--- src/hdl/ram_seq_pkg.sv ---
// Purpose: shared constants and types for the block RAM reset sequencer pair
// Assumes: one 100 MHz clock shared by the sequencer and the block RAM
package ram_seq_pkg;
  localparam int CLK_PERIOD_NS = 10;
  localparam int RAM_FMAX_MHZ = 100; // plain default, set for the real RAM
  localparam int STEADY_NS = (1000 + RAM_FMAX_MHZ - 1) / RAM_FMAX_MHZ;
  // least time, rounded up, never below one cycle
  localparam int STEADY_CYC_RAW = (STEADY_NS + CLK_PERIOD_NS - 1) / CLK_PERIOD_NS;
  localparam int STEADY_CYC = (STEADY_CYC_RAW < 1) ? 1 : STEADY_CYC_RAW;
  localparam int GUARD_CYC = 1;
  localparam int RST_HOLD_CYC = 1;
  localparam int CNT_W = 8;
  localparam int DATA_W = 8;
  localparam int ADDR_W = 4;
  localparam logic [CNT_W-1:0] CNT_ZERO = 8'h00;
  localparam logic [CNT_W-1:0] CNT_ONE = 8'h01;
  typedef enum logic [1:0] {
    MODE_RAM = 2'b00,
    MODE_ROM = 2'b01,
    MODE_FIFO = 2'b10
  } mode_e;
  typedef enum logic [2:0] {
    SEQ_IDLE = 3'b000,
    SEQ_QUIESCE = 3'b001,
    SEQ_ASSERT = 3'b010,
    SEQ_SETTLE = 3'b011,
    SEQ_RELEASE = 3'b100
  } seq_state_e;
  typedef enum logic [1:0] {
    KIND_FULL = 2'b00,
    KIND_RPTR = 2'b01,
    KIND_INIT = 2'b10
  } rst_kind_e;
endpackage : ram_seq_pkg
--- src/hdl/ram_rst_if.sv ---
// Purpose: link between the reset sequencer and the block RAM
// Assumes: both ends run on CORE_CLK
// Notes: sequencer drives controls, RAM answers with data and flags
`timescale 1ns/10ps
interface ram_rst_if;
  import ram_seq_pkg::*;
  mode_e mode;
  logic clk_en;
  logic push_en;
  logic pop_strobe;
  logic [ADDR_W-1:0] addr;
  logic [DATA_W-1:0] wr_data;
  logic [DATA_W-1:0] rd_data;
  logic full;
  logic empty;
  logic full_rst;
  logic read_pointer_clear;
  logic chip_wide_init;
  logic init_en;
  logic sync_rst;
  modport seq (
    output mode, clk_en, push_en, pop_strobe, addr, wr_data,
    output full_rst, read_pointer_clear, chip_wide_init, init_en, sync_rst,
    input rd_data, full, empty
  );
  modport ram (
    input mode, clk_en, push_en, pop_strobe, addr, wr_data,
    input full_rst, read_pointer_clear, chip_wide_init, init_en, sync_rst,
    output rd_data, full, empty
  );
endinterface : ram_rst_if

--- src/hdl/block_ram_reset_sequencer.sv ---
// Purpose: user-side controller that sequences resets into the block RAM
// Assumes: reset requests may come from any domain; enables are local logic
// Notes: one full, pointer or init request is served at a time; others wait while BUSY is high; sync reset never waits
`timescale 1ns/10ps
module block_ram_reset_sequencer #(
  parameter int GUARD = ram_seq_pkg::GUARD_CYC,
  parameter int HOLD = ram_seq_pkg::RST_HOLD_CYC,
  parameter int STEADY = ram_seq_pkg::STEADY_CYC
) (
  // clock and reset
  input wire logic CORE_CLK,
  input wire logic RST_N,
  // configuration
  input ram_seq_pkg::mode_e MODE,
  input wire logic INIT_ENABLE,
  input wire logic KEEP_ENABLES,
  // reset requests, asynchronous levels
  input wire logic REQ_FULL_RST,
  input wire logic REQ_RPTR_CLR,
  input wire logic REQ_INIT,
  input wire logic REQ_SYNC_RST,
  // user access
  input wire logic USER_CE,
  input wire logic USER_PUSH,
  input wire logic USER_POP,
  input wire logic [ram_seq_pkg::ADDR_W-1:0] USER_ADDR,
  input wire logic [ram_seq_pkg::DATA_W-1:0] USER_WDATA,
  // status
  output logic BUSY,
  output logic [ram_seq_pkg::DATA_W-1:0] USER_RDATA,
  output logic USER_FULL,
  output logic USER_EMPTY,
  // link to the block RAM
  ram_rst_if.seq LNK
);
  import ram_seq_pkg::*;
  localparam logic [CNT_W-1:0] GUARD_N = CNT_W'(GUARD);
  localparam logic [CNT_W-1:0] HOLD_N = CNT_W'(HOLD);
  localparam logic [CNT_W-1:0] STEADY_N = CNT_W'(STEADY);
  logic [3:0] req_meta_q;
  logic [3:0] req_sync_q;
  logic [3:0] req_prev_q;
  logic [3:0] req_rise;
  logic [2:0] pend_q;
  seq_state_e state_q;
  seq_state_e state_d;
  rst_kind_e kind_q;
  logic keep_q;
  logic [CNT_W-1:0] cnt_q;
  logic cnt_done;
  logic gate;
  logic rst_on;
  logic preloaded;
  logic [DATA_W-1:0] rdata_q;

  // two-flop synchroniser, the first stage feeds only the second
  always_ff @(posedge CORE_CLK or negedge RST_N) begin
    if (!RST_N) begin
      req_meta_q <= 4'h0;
      req_sync_q <= 4'h0;
    end else begin
      req_meta_q <= {REQ_SYNC_RST, REQ_INIT, REQ_RPTR_CLR, REQ_FULL_RST};
      req_sync_q <= req_meta_q;
    end
  end

  // rising edges of the synchronised requests
  always_ff @(posedge CORE_CLK or negedge RST_N) begin
    if (!RST_N) begin
      req_prev_q <= 4'h0;
    end else begin
      req_prev_q <= req_sync_q;
    end
  end
  assign req_rise = req_sync_q & ~req_prev_q;

  // preloaded contents must not be wiped by chip-wide init
  assign preloaded = (MODE == MODE_ROM);

  // pending requests; a new edge wins over the clear of its taking
  always_ff @(posedge CORE_CLK or negedge RST_N) begin
    if (!RST_N) begin
      pend_q <= 3'h0;
    end else begin
      for (int i = 0; i < 3; i++) begin
        if (req_rise[i]) begin
          pend_q[i] <= !(i == int'(KIND_INIT) && preloaded);
        end else if (state_q == SEQ_IDLE && state_d == SEQ_QUIESCE && kind_sel() == i) begin
          pend_q[i] <= 1'b0;
        end
      end
    end
  end

  // fixed priority: full reset, then pointer clear, then init
  function automatic int kind_sel();
    int k;
    k = 3;
    if (pend_q[0]) begin
      k = 0;
    end else if (pend_q[1]) begin
      k = 1;
    end else if (pend_q[2]) begin
      k = 2;
    end
    return k;
  endfunction : kind_sel

  assign cnt_done = (cnt_q <= CNT_ONE);

  // sequencing state machine, same walk for ram, rom and fifo
  always_comb begin
    state_d = state_q;
    case (state_q)
      SEQ_IDLE: begin
        if (pend_q != 3'h0) begin
          state_d = SEQ_QUIESCE;
        end
      end
      SEQ_QUIESCE: begin
        if (cnt_done) begin
          state_d = SEQ_ASSERT;
        end
      end
      SEQ_ASSERT: begin
        if (cnt_done) begin
          state_d = keep_q ? SEQ_SETTLE : SEQ_RELEASE;
        end
      end
      SEQ_SETTLE: begin
        if (cnt_done) begin
          state_d = SEQ_IDLE;
        end
      end
      SEQ_RELEASE: begin
        if (cnt_done) begin
          state_d = SEQ_IDLE;
        end
      end
      default: begin
        state_d = SEQ_IDLE;
      end
    endcase
  end

  // state register
  always_ff @(posedge CORE_CLK or negedge RST_N) begin
    if (!RST_N) begin
      state_q <= SEQ_IDLE;
    end else begin
      state_q <= state_d;
    end
  end

  // kind and enable policy latched for the whole sequence
  always_ff @(posedge CORE_CLK or negedge RST_N) begin
    if (!RST_N) begin
      kind_q <= KIND_FULL;
      keep_q <= 1'b0;
    end else if (state_q == SEQ_IDLE && state_d == SEQ_QUIESCE) begin
      kind_q <= rst_kind_e'(2'(kind_sel()));
      keep_q <= KEEP_ENABLES;
    end
  end

  // phase counter; steady wait replaces the guard when enables stay on
  always_ff @(posedge CORE_CLK or negedge RST_N) begin
    if (!RST_N) begin
      cnt_q <= CNT_ZERO;
    end else if (state_d != state_q) begin
      case (state_d)
        SEQ_QUIESCE: cnt_q <= KEEP_ENABLES ? STEADY_N : GUARD_N;
        SEQ_ASSERT: cnt_q <= HOLD_N;
        SEQ_SETTLE: cnt_q <= STEADY_N;
        SEQ_RELEASE: cnt_q <= GUARD_N;
        default: cnt_q <= CNT_ZERO;
      endcase
    end else if (cnt_q != CNT_ZERO) begin
      cnt_q <= cnt_q - CNT_ONE;
    end
  end

  // unless keep_q is set, enables are held off from quiesce through the GUARD cycles past release
  assign gate = !keep_q && (state_q == SEQ_QUIESCE || state_q == SEQ_ASSERT ||
                            state_q == SEQ_RELEASE);
  assign rst_on = (state_q == SEQ_ASSERT);
  // release on our edge, the ram sees it a full period before its next edge
  assign LNK.full_rst = rst_on && kind_q == KIND_FULL;
  assign LNK.read_pointer_clear = rst_on && kind_q == KIND_RPTR;
  assign LNK.chip_wide_init = rst_on && kind_q == KIND_INIT;
  // fifo always has init on; preloaded rom never
  assign LNK.init_en = (MODE == MODE_FIFO) | (INIT_ENABLE & !preloaded);

  // enable gating per kind: pointer clear leaves push open in fifo mode
  assign LNK.clk_en = USER_CE && !gate;
  assign LNK.pop_strobe = USER_POP && !gate;
  assign LNK.push_en = USER_PUSH && !(gate && (MODE != MODE_FIFO || kind_q != KIND_RPTR));
  assign LNK.mode = MODE;
  assign LNK.addr = USER_ADDR;
  assign LNK.wr_data = USER_WDATA;
  // sync reset passes straight through, it needs no quiet window
  assign LNK.sync_rst = req_rise[3];

  // read data registered for the user side
  always_ff @(posedge CORE_CLK or negedge RST_N) begin
    if (!RST_N) begin
      rdata_q <= '0;
    end else begin
      rdata_q <= LNK.rd_data;
    end
  end
  assign USER_RDATA = rdata_q;
  assign USER_FULL = LNK.full;
  assign USER_EMPTY = LNK.empty;
  assign BUSY = (state_q != SEQ_IDLE) || (pend_q != 3'h0);
endmodule : block_ram_reset_sequencer

--- src/flat_wrapper.sv ---
// flat-port wrapper written by rule: the top's interface ports become plain ports
module block_ram_reset_sequencer_flat import ram_seq_pkg::*;
#(
  parameter int GUARD = ram_seq_pkg::GUARD_CYC,
  parameter int HOLD = ram_seq_pkg::RST_HOLD_CYC,
  parameter int STEADY = ram_seq_pkg::STEADY_CYC
)
  (CORE_CLK, RST_N, MODE, INIT_ENABLE, KEEP_ENABLES, REQ_FULL_RST, REQ_RPTR_CLR, REQ_INIT, REQ_SYNC_RST, USER_CE, USER_PUSH, USER_POP, USER_ADDR, USER_WDATA, BUSY, USER_RDATA, USER_FULL, USER_EMPTY, LNK_mode, LNK_clk_en, LNK_push_en, LNK_pop_strobe, LNK_addr, LNK_wr_data, LNK_full_rst, LNK_read_pointer_clear, LNK_chip_wide_init, LNK_init_en, LNK_sync_rst, LNK_rd_data, LNK_full, LNK_empty);
  ram_rst_if LNK_i ();
  input wire logic CORE_CLK;
  input wire logic RST_N;
  input ram_seq_pkg::mode_e MODE;
  input wire logic INIT_ENABLE;
  input wire logic KEEP_ENABLES;
  input wire logic REQ_FULL_RST;
  input wire logic REQ_RPTR_CLR;
  input wire logic REQ_INIT;
  input wire logic REQ_SYNC_RST;
  input wire logic USER_CE;
  input wire logic USER_PUSH;
  input wire logic USER_POP;
  input wire logic [ram_seq_pkg::ADDR_W-1:0] USER_ADDR;
  input wire logic [ram_seq_pkg::DATA_W-1:0] USER_WDATA;
  output logic BUSY;
  output logic [ram_seq_pkg::DATA_W-1:0] USER_RDATA;
  output logic USER_FULL;
  output logic USER_EMPTY;
  output wire logic [$bits(LNK_i.mode)-1:0] LNK_mode;
  output wire logic [$bits(LNK_i.clk_en)-1:0] LNK_clk_en;
  output wire logic [$bits(LNK_i.push_en)-1:0] LNK_push_en;
  output wire logic [$bits(LNK_i.pop_strobe)-1:0] LNK_pop_strobe;
  output wire logic [$bits(LNK_i.addr)-1:0] LNK_addr;
  output wire logic [$bits(LNK_i.wr_data)-1:0] LNK_wr_data;
  output wire logic [$bits(LNK_i.full_rst)-1:0] LNK_full_rst;
  output wire logic [$bits(LNK_i.read_pointer_clear)-1:0] LNK_read_pointer_clear;
  output wire logic [$bits(LNK_i.chip_wide_init)-1:0] LNK_chip_wide_init;
  output wire logic [$bits(LNK_i.init_en)-1:0] LNK_init_en;
  output wire logic [$bits(LNK_i.sync_rst)-1:0] LNK_sync_rst;
  input wire logic [$bits(LNK_i.rd_data)-1:0] LNK_rd_data;
  input wire logic [$bits(LNK_i.full)-1:0] LNK_full;
  input wire logic [$bits(LNK_i.empty)-1:0] LNK_empty;
  assign LNK_mode = LNK_i.mode;
  assign LNK_clk_en = LNK_i.clk_en;
  assign LNK_push_en = LNK_i.push_en;
  assign LNK_pop_strobe = LNK_i.pop_strobe;
  assign LNK_addr = LNK_i.addr;
  assign LNK_wr_data = LNK_i.wr_data;
  assign LNK_full_rst = LNK_i.full_rst;
  assign LNK_read_pointer_clear = LNK_i.read_pointer_clear;
  assign LNK_chip_wide_init = LNK_i.chip_wide_init;
  assign LNK_init_en = LNK_i.init_en;
  assign LNK_sync_rst = LNK_i.sync_rst;
  assign LNK_i.rd_data = LNK_rd_data;
  assign LNK_i.full = LNK_full;
  assign LNK_i.empty = LNK_empty;
  block_ram_reset_sequencer #(.GUARD(GUARD), .HOLD(HOLD), .STEADY(STEADY)) u_core (.CORE_CLK(CORE_CLK), .RST_N(RST_N), .MODE(MODE), .INIT_ENABLE(INIT_ENABLE), .KEEP_ENABLES(KEEP_ENABLES), .REQ_FULL_RST(REQ_FULL_RST), .REQ_RPTR_CLR(REQ_RPTR_CLR), .REQ_INIT(REQ_INIT), .REQ_SYNC_RST(REQ_SYNC_RST), .USER_CE(USER_CE), .USER_PUSH(USER_PUSH), .USER_POP(USER_POP), .USER_ADDR(USER_ADDR), .USER_WDATA(USER_WDATA), .BUSY(BUSY), .USER_RDATA(USER_RDATA), .USER_FULL(USER_FULL), .USER_EMPTY(USER_EMPTY), .LNK(LNK_i));
endmodule
--- config.mk ---
export PLATFORM = sky130hd
export DESIGN_NAME = block_ram_reset_sequencer_flat
export DESIGN_NICKNAME = d
export VERILOG_FILES = /design/src/hdl/ram_seq_pkg.sv /design/src/hdl/ram_rst_if.sv /design/src/hdl/block_ram_reset_sequencer.sv /design/src/flat_wrapper.sv
export SDC_FILE = /design/constraint.sdc
export NUM_CORES = 1
export LEC_CHECK = 0
export BUFFER_PORTS_ARGS = -buffer_cell sky130_fd_sc_hd__buf_2
export CAP_MARGIN = 0
export CORE_MARGIN = 4
export CORE_UTILIZATION = 30
export CTS_BUF_LIST = sky130_fd_sc_hd__clkbuf_4
export DETAILED_ROUTE_END_ITERATION = 10
export SYNTH_ARGS = -nofsm -noshare
export SYNTH_HDL_FRONTEND = slang
export SYNTH_SLANG_ARGS = --single-unit
--- constraint.sdc ---
create_clock -name CORE_CLK -period 3.3 [get_ports CORE_CLK]
set_input_delay 0.495 -clock CORE_CLK [delete_from_list [all_inputs] [get_ports CORE_CLK]]
set_output_delay 0.495 -clock CORE_CLK [all_outputs]
set_load 0.02 [all_outputs]
Yosys cells after proc, flatten, opt, wreduce, memory -nomap -nowiden
Index checks and enable logic that the tools add are counted.
Cells by class
  add/sub/neg operators: 1
  order comparisons: 1
  eq/ne operators: 17
  mux-type cells: 21
  bitwise operators: 4
  reductions and logical operators: 32
Operators by type and width (number)
  two-way mux 32 bit: 5
  == test 32 x 2 -> 1 bit (second input constant): 1
  == test 32 x 3 -> 1 bit (second input constant): 1
  zero test 32 bit: 1
  two-way mux 8 bit: 2
  two-way mux 3 bit: 5
  == test 3 x 2 -> 1 bit (second input constant): 4
  logical AND 1 bit: 12
  case mux 3 bit (4 select lines): 1
  <= comparator 8 x 1 -> 1 bit (second input constant): 1
  two-way mux 1 bit: 8
  nonzero test 2 bit: 4
  nonzero test 8 bit: 1
  subtractor 8 x 1 -> 8 bit (second input constant): 1
  == test 3 x 1 -> 1 bit (second input constant): 2
  == test 3 bit (second input constant): 2
  nonzero test 3 bit: 2
  AND 4 bit: 1
  == test 2 x 1 -> 1 bit (second input constant): 2
  == test 2 bit (second input constant): 2
  zero test 1 bit: 4
  logical OR 1 bit: 4
  inverter 4 bit: 1
  OR reduction 4 bit: 1
  other kinds (8): 8
Storage, ports and cells
  register bits after elaboration: 37
  input port bits: 35
  output and inout bits: 33
  logic and storage cells: 87

Longest topological paths before layout
  depth after elaboration: 8
  gate-level depth with buffers: 6
  gate-level depth less buffers: 6

Worst setup path before layout
OpenSTA, ideal clock, no wires.
  path kind: reg2out
  start point: register u_core.state_q[2]
  end point: output LNK_read_pointer_clear
  arrival time: 1.500 ns
  data required time: 2.805 ns
  setup slack: 1.305 ns
  cell stages (with the launch flop): 4
  path buffers: 1
  cells stage by stage: dfrtp_1 -> clkbuf_1 -> or3_1 -> nor3b_1
On the way
  longest elaborated chain between the ends: 2
RTL lines
  start, declared: line block_ram_reset_sequencer.sv:45  | seq_state_e state_q;
  start signal, assigned: line block_ram_reset_sequencer.sv:151  | state_q <= state_d;
  == test 3 x 2 -> 1 bit: line block_ram_reset_sequencer.sv:186  | assign rst_on = (state_q == SEQ_ASSERT);
  logical AND 1 bit: line block_ram_reset_sequencer.sv:189  | assign LNK.read_pointer_clear = rst_on && kind_q == KIND_RPTR;
  end, declared: line flat_wrapper.sv:35  | output wire logic [$bits(LNK_i.read_pointer_clear)-1:0] LNK_read_pointer_clear;
No other way between the ends.

Worst setup path in the final report
  start point: register u_core.state_q[0]
  end point: output LNK_push_en
On the way
  longest elaborated chain between the ends: 7
  elaborated cells between the ends (all ways): 9
  those cells by class: eq/ne (3); reduce/logical (6)
RTL lines
  == test 3 x 1 -> 1 bit / == test 3 x 2 -> 1 bit (equally long branches): line block_ram_reset_sequencer.sv:184  | assign gate = !keep_q && (state_q == SEQ_QUIESCE || state_q == SEQ_ASSERT ||
  logical OR 1 bit: line block_ram_reset_sequencer.sv:184
  logical OR 1 bit (*): line block_ram_reset_sequencer.sv:184
  logical AND 1 bit (*): line block_ram_reset_sequencer.sv:184
  logical AND 1 bit (*): line block_ram_reset_sequencer.sv:197  | assign LNK.push_en = USER_PUSH && !(gate && (MODE != MODE_FIFO || kind_q != KIND_RPTR));
  zero test 1 bit (*): line block_ram_reset_sequencer.sv:197
  logical AND 1 bit (*): line block_ram_reset_sequencer.sv:197
  end, declared: line flat_wrapper.sv:30  | output wire logic [$bits(LNK_i.push_en)-1:0] LNK_push_en;
Every way passes the cells marked *; elsewhere a longest branch is shown, timed or not.

==> metrics <==
status finished, final reports clean; CTS tree done; Crit Path Category flip-flop to output port; CP Buf/Inv Count 1; Fill cells around 520; Antenna Nets Post-Route 0; Final Hold Vio Count 0; met2 WL 1302 um; cts repair resizes 0; reg2reg end u_core.state_q[0]; Die W 82.59 um; Max Root-Sink Buffers 2; RSZ-0062 raised after global routing false; multi-input logic area about 570 um2; Worst path top cell family by delay flip-flops; FF-to-FF Start u_core.cnt_q[0]; cts bufs inserted 5; top sig layer met4; clock sinks 37; hpwl dp between 2000 and 2500 um; Worst path max stage delay about 0.5 ns; EDFF count, synth 0; GRT Overall Usage 9.747%; Initial Util 31.87%; Clock transition at path regs 0.12 ns; Seq. cell area 925.9 um2; startpoint types flip-flop; Worst EP arrival 1.82 ns; DR iter-0 viols 53; crit path time final ~2.3 ns; first-pass GRT wire length 5064 um; DRC 0; vias in the first global route 1,114; Max FO, Critical Path 11; sequential share of the synthesized area 55.47%; CP Launch Point u_core.state_q[0]; Top-Level Pins 68; Die Height ~83 um; yosys warns 0; Post-Route M1 WL 1353 um; Post-synth top flop dfrtp_1; Max VDD drop between 0.2 and 0.25 mV; Crit path depth 5; area leader, netlist dfrtp_1; slowest CP cell dfrtp_1; clock skew around 0.0075 ns; GR Overflow Total 0; Crit path required time 2.80 ns; slew margin rel. 46.49%; FP Rows 26; Avg Cell Area, Syn 10.70 um2; Cells after Synth approximately 160; hold crit path type input pin to async pin; routed wl met3 294 um; CP endpoint LNK_push_en; max cap viols 0; cells on worst reg2reg path 5; antenna violations before repair 0; Core ar. 5238 um2; # diodes 0; Clock Latency Late Sink 0.34 ns; vias 1,159; Post CTS Setup Buffer Count 0; leakage about 0.87 nW; FMAX 432.5 MHz; Synth-to-Final Area Change 12.52%; Post-Layout Inst Area 1878 um2; drt pass-1 iters 4; H-tree Lvls 2; die area 6821 um2; ranking of synthesized cells by area dfrtp_1, buf_4, xor2_1; PortBufs 39; Mapped Nets 194; R2R setup slack 1.42 ns; drt total wl around 3000 um; Yosys top cell area share 55.47%; CP endpoint kind output port; crit-path cells or2_2 -> a21oi_1 -> o21ai_0 -> o21a_1 -> buf_2; Setup TNS 0 ns; Routed WL per cell 11.81 um; DR vias/cell 4.563; PwrDens 771.8 nW/um2; GPL Wtd Cong 0.8074; worst slew pin tran 0.8027 ns; period utilization 70.07%; Post-DP Area 1819 um2; clk root buf clkbuf_4; Mapped Area 1669 um2; fin nets 221; pin count of the biggest net entering global routing 38; Post-CTS Hold Buffers 0; Final setup viols 0; Synth cell types 37; Seq cells post-synth 37; Max Slew Vio Count 0; share of post-route cells with drive strength above 1 28.80%; Async SR Flop Fraction 100.0%
-- synth_stat cells (2+ instances only) --
master      n
nand2_1     9
o2111ai_1   2
xor2_1      5
or3_1       5
and2_1      3
or2_2       2
inv_1      10
buf_4      16
nor2_1      9
o211ai_1    4
nor3_1      6
o21ai_0     5
nor3b_1     2
nand2b_1    2
nand3_1     4
dfrtp_1    37
a31oi_1     3
nor2b_1     2
a211oi_1    2
a21oi_1     7
or4_1       2
ha_1        3
clkbuf_1    2
-- registers in the layout, summed over array words and instances, names as in the netlist, 2 cells and up --
name and cells:
u_core.state_q 3, u_core.req_meta_q 4, u_core.req_sync_q 4, u_core.req_prev_q 4, u_core.cnt_q 8, u_core.kind_q 2, u_core.USER_RDATA 8, u_core.pend_q 3
-- layout make-up --
| class | count | share of cell area, % |
|---|---|---|
| sequential | 37 | 49.30 |
| multi-input combinational | 90 | 30.51 |
| timing repair buffer | 39 | 10.39 |
| tap | 70 | 4.664 |
| clock buffer | 5 | 1.999 |
| inverter | 10 | 1.999 |
| clock inverter | 3 | 1.133 |
-- cells in the final DEF, fill, tap and decap left out, types with 4 or more instances in the layout --
cell and n:
buf_2 39, dfrtp_1 37, inv_1 10, nor2_1 9, nand2_1 9, a21oi_1 7
nor3_1 6, o21ai_0 5, xor2_1 5, or3_1 5, clkbuf_4 5, nand3_1 4
o211ai_1 4
-- logic make-up (layout without fill, tap and decap cells) --
kind of cell    Yosys count  count (layout)  share of synthesized area [%]
simple gates             53              53                          17.84
compound gates           28              28                          11.02
flops                    37              37                          55.47
buf+inv                  29              57                          10.20
xor+xnor                  5               5                          2.624
fa+ha+maj                 4               4                          2.849
-- where the power goes --
| part | internal [mW] | switching (mW) |
|---|---|---|
| registers | 0.540 | 0.105 |
| clock network | 0.0843 | 0.162 |
| logic | 0.227 | 0.331 |
-- through the flow --
step | std cells | setup slack, ns | hold slack, ns | util, % | power (mW)
after floorplan | 156 | 1.305 | 0.1994 | - | 1.093
after global placement | 246 | 1.404 | 0.3330 | 34.73 | 1.206
after detailed placement | 246 | 1.374 | 0.3355 | 34.73 | 1.215
after CTS | 254 | 0.9621 | 0.2269 | 35.86 | 1.474
after global routing | 254 | 0.8296 | 0.2045 | 35.86 | 1.583
final | 254 | 0.9878 | 0.2283 | 35.86 | 1.450
-- how the worst min path moves through the flow --
stage | start | end | slack (ns) | depth (start not counted)
after global routing | LNK_rd_data[7] | u_core.USER_RDATA[7] | 0.20 | 1
after detailed placement | u_core.req_meta_q[1] | u_core.req_sync_q[1] | 0.34 | 0
after CTS | LNK_rd_data[3] | u_core.USER_RDATA[3] | 0.23 | 1
after global placement | u_core.req_meta_q[3] | u_core.req_sync_q[3] | 0.33 | 0
after floorplan | RST_N | u_core.USER_RDATA[0] | 0.20 | 0
final | RST_N | u_core.USER_RDATA[5] | 0.23 | 1
-- per-layer routing --
layer,global-route usage (%),vias to the layer above
met1,11.70,528
li1,-,578
met3,3.905,8
met4,3.758,0
met5,0,-
met2,15.63,45
-- worst reg2reg max path, cell delays in order (launching register included) --
cell and delay [ns]:
dfrtp_1 0.48, inv_1 0.09, ha_1 0.26, or2_2 0.32, and3_1 0.23, a2111oi_1 0.40
No activity file was read; power rests on OpenSTA's default activity.
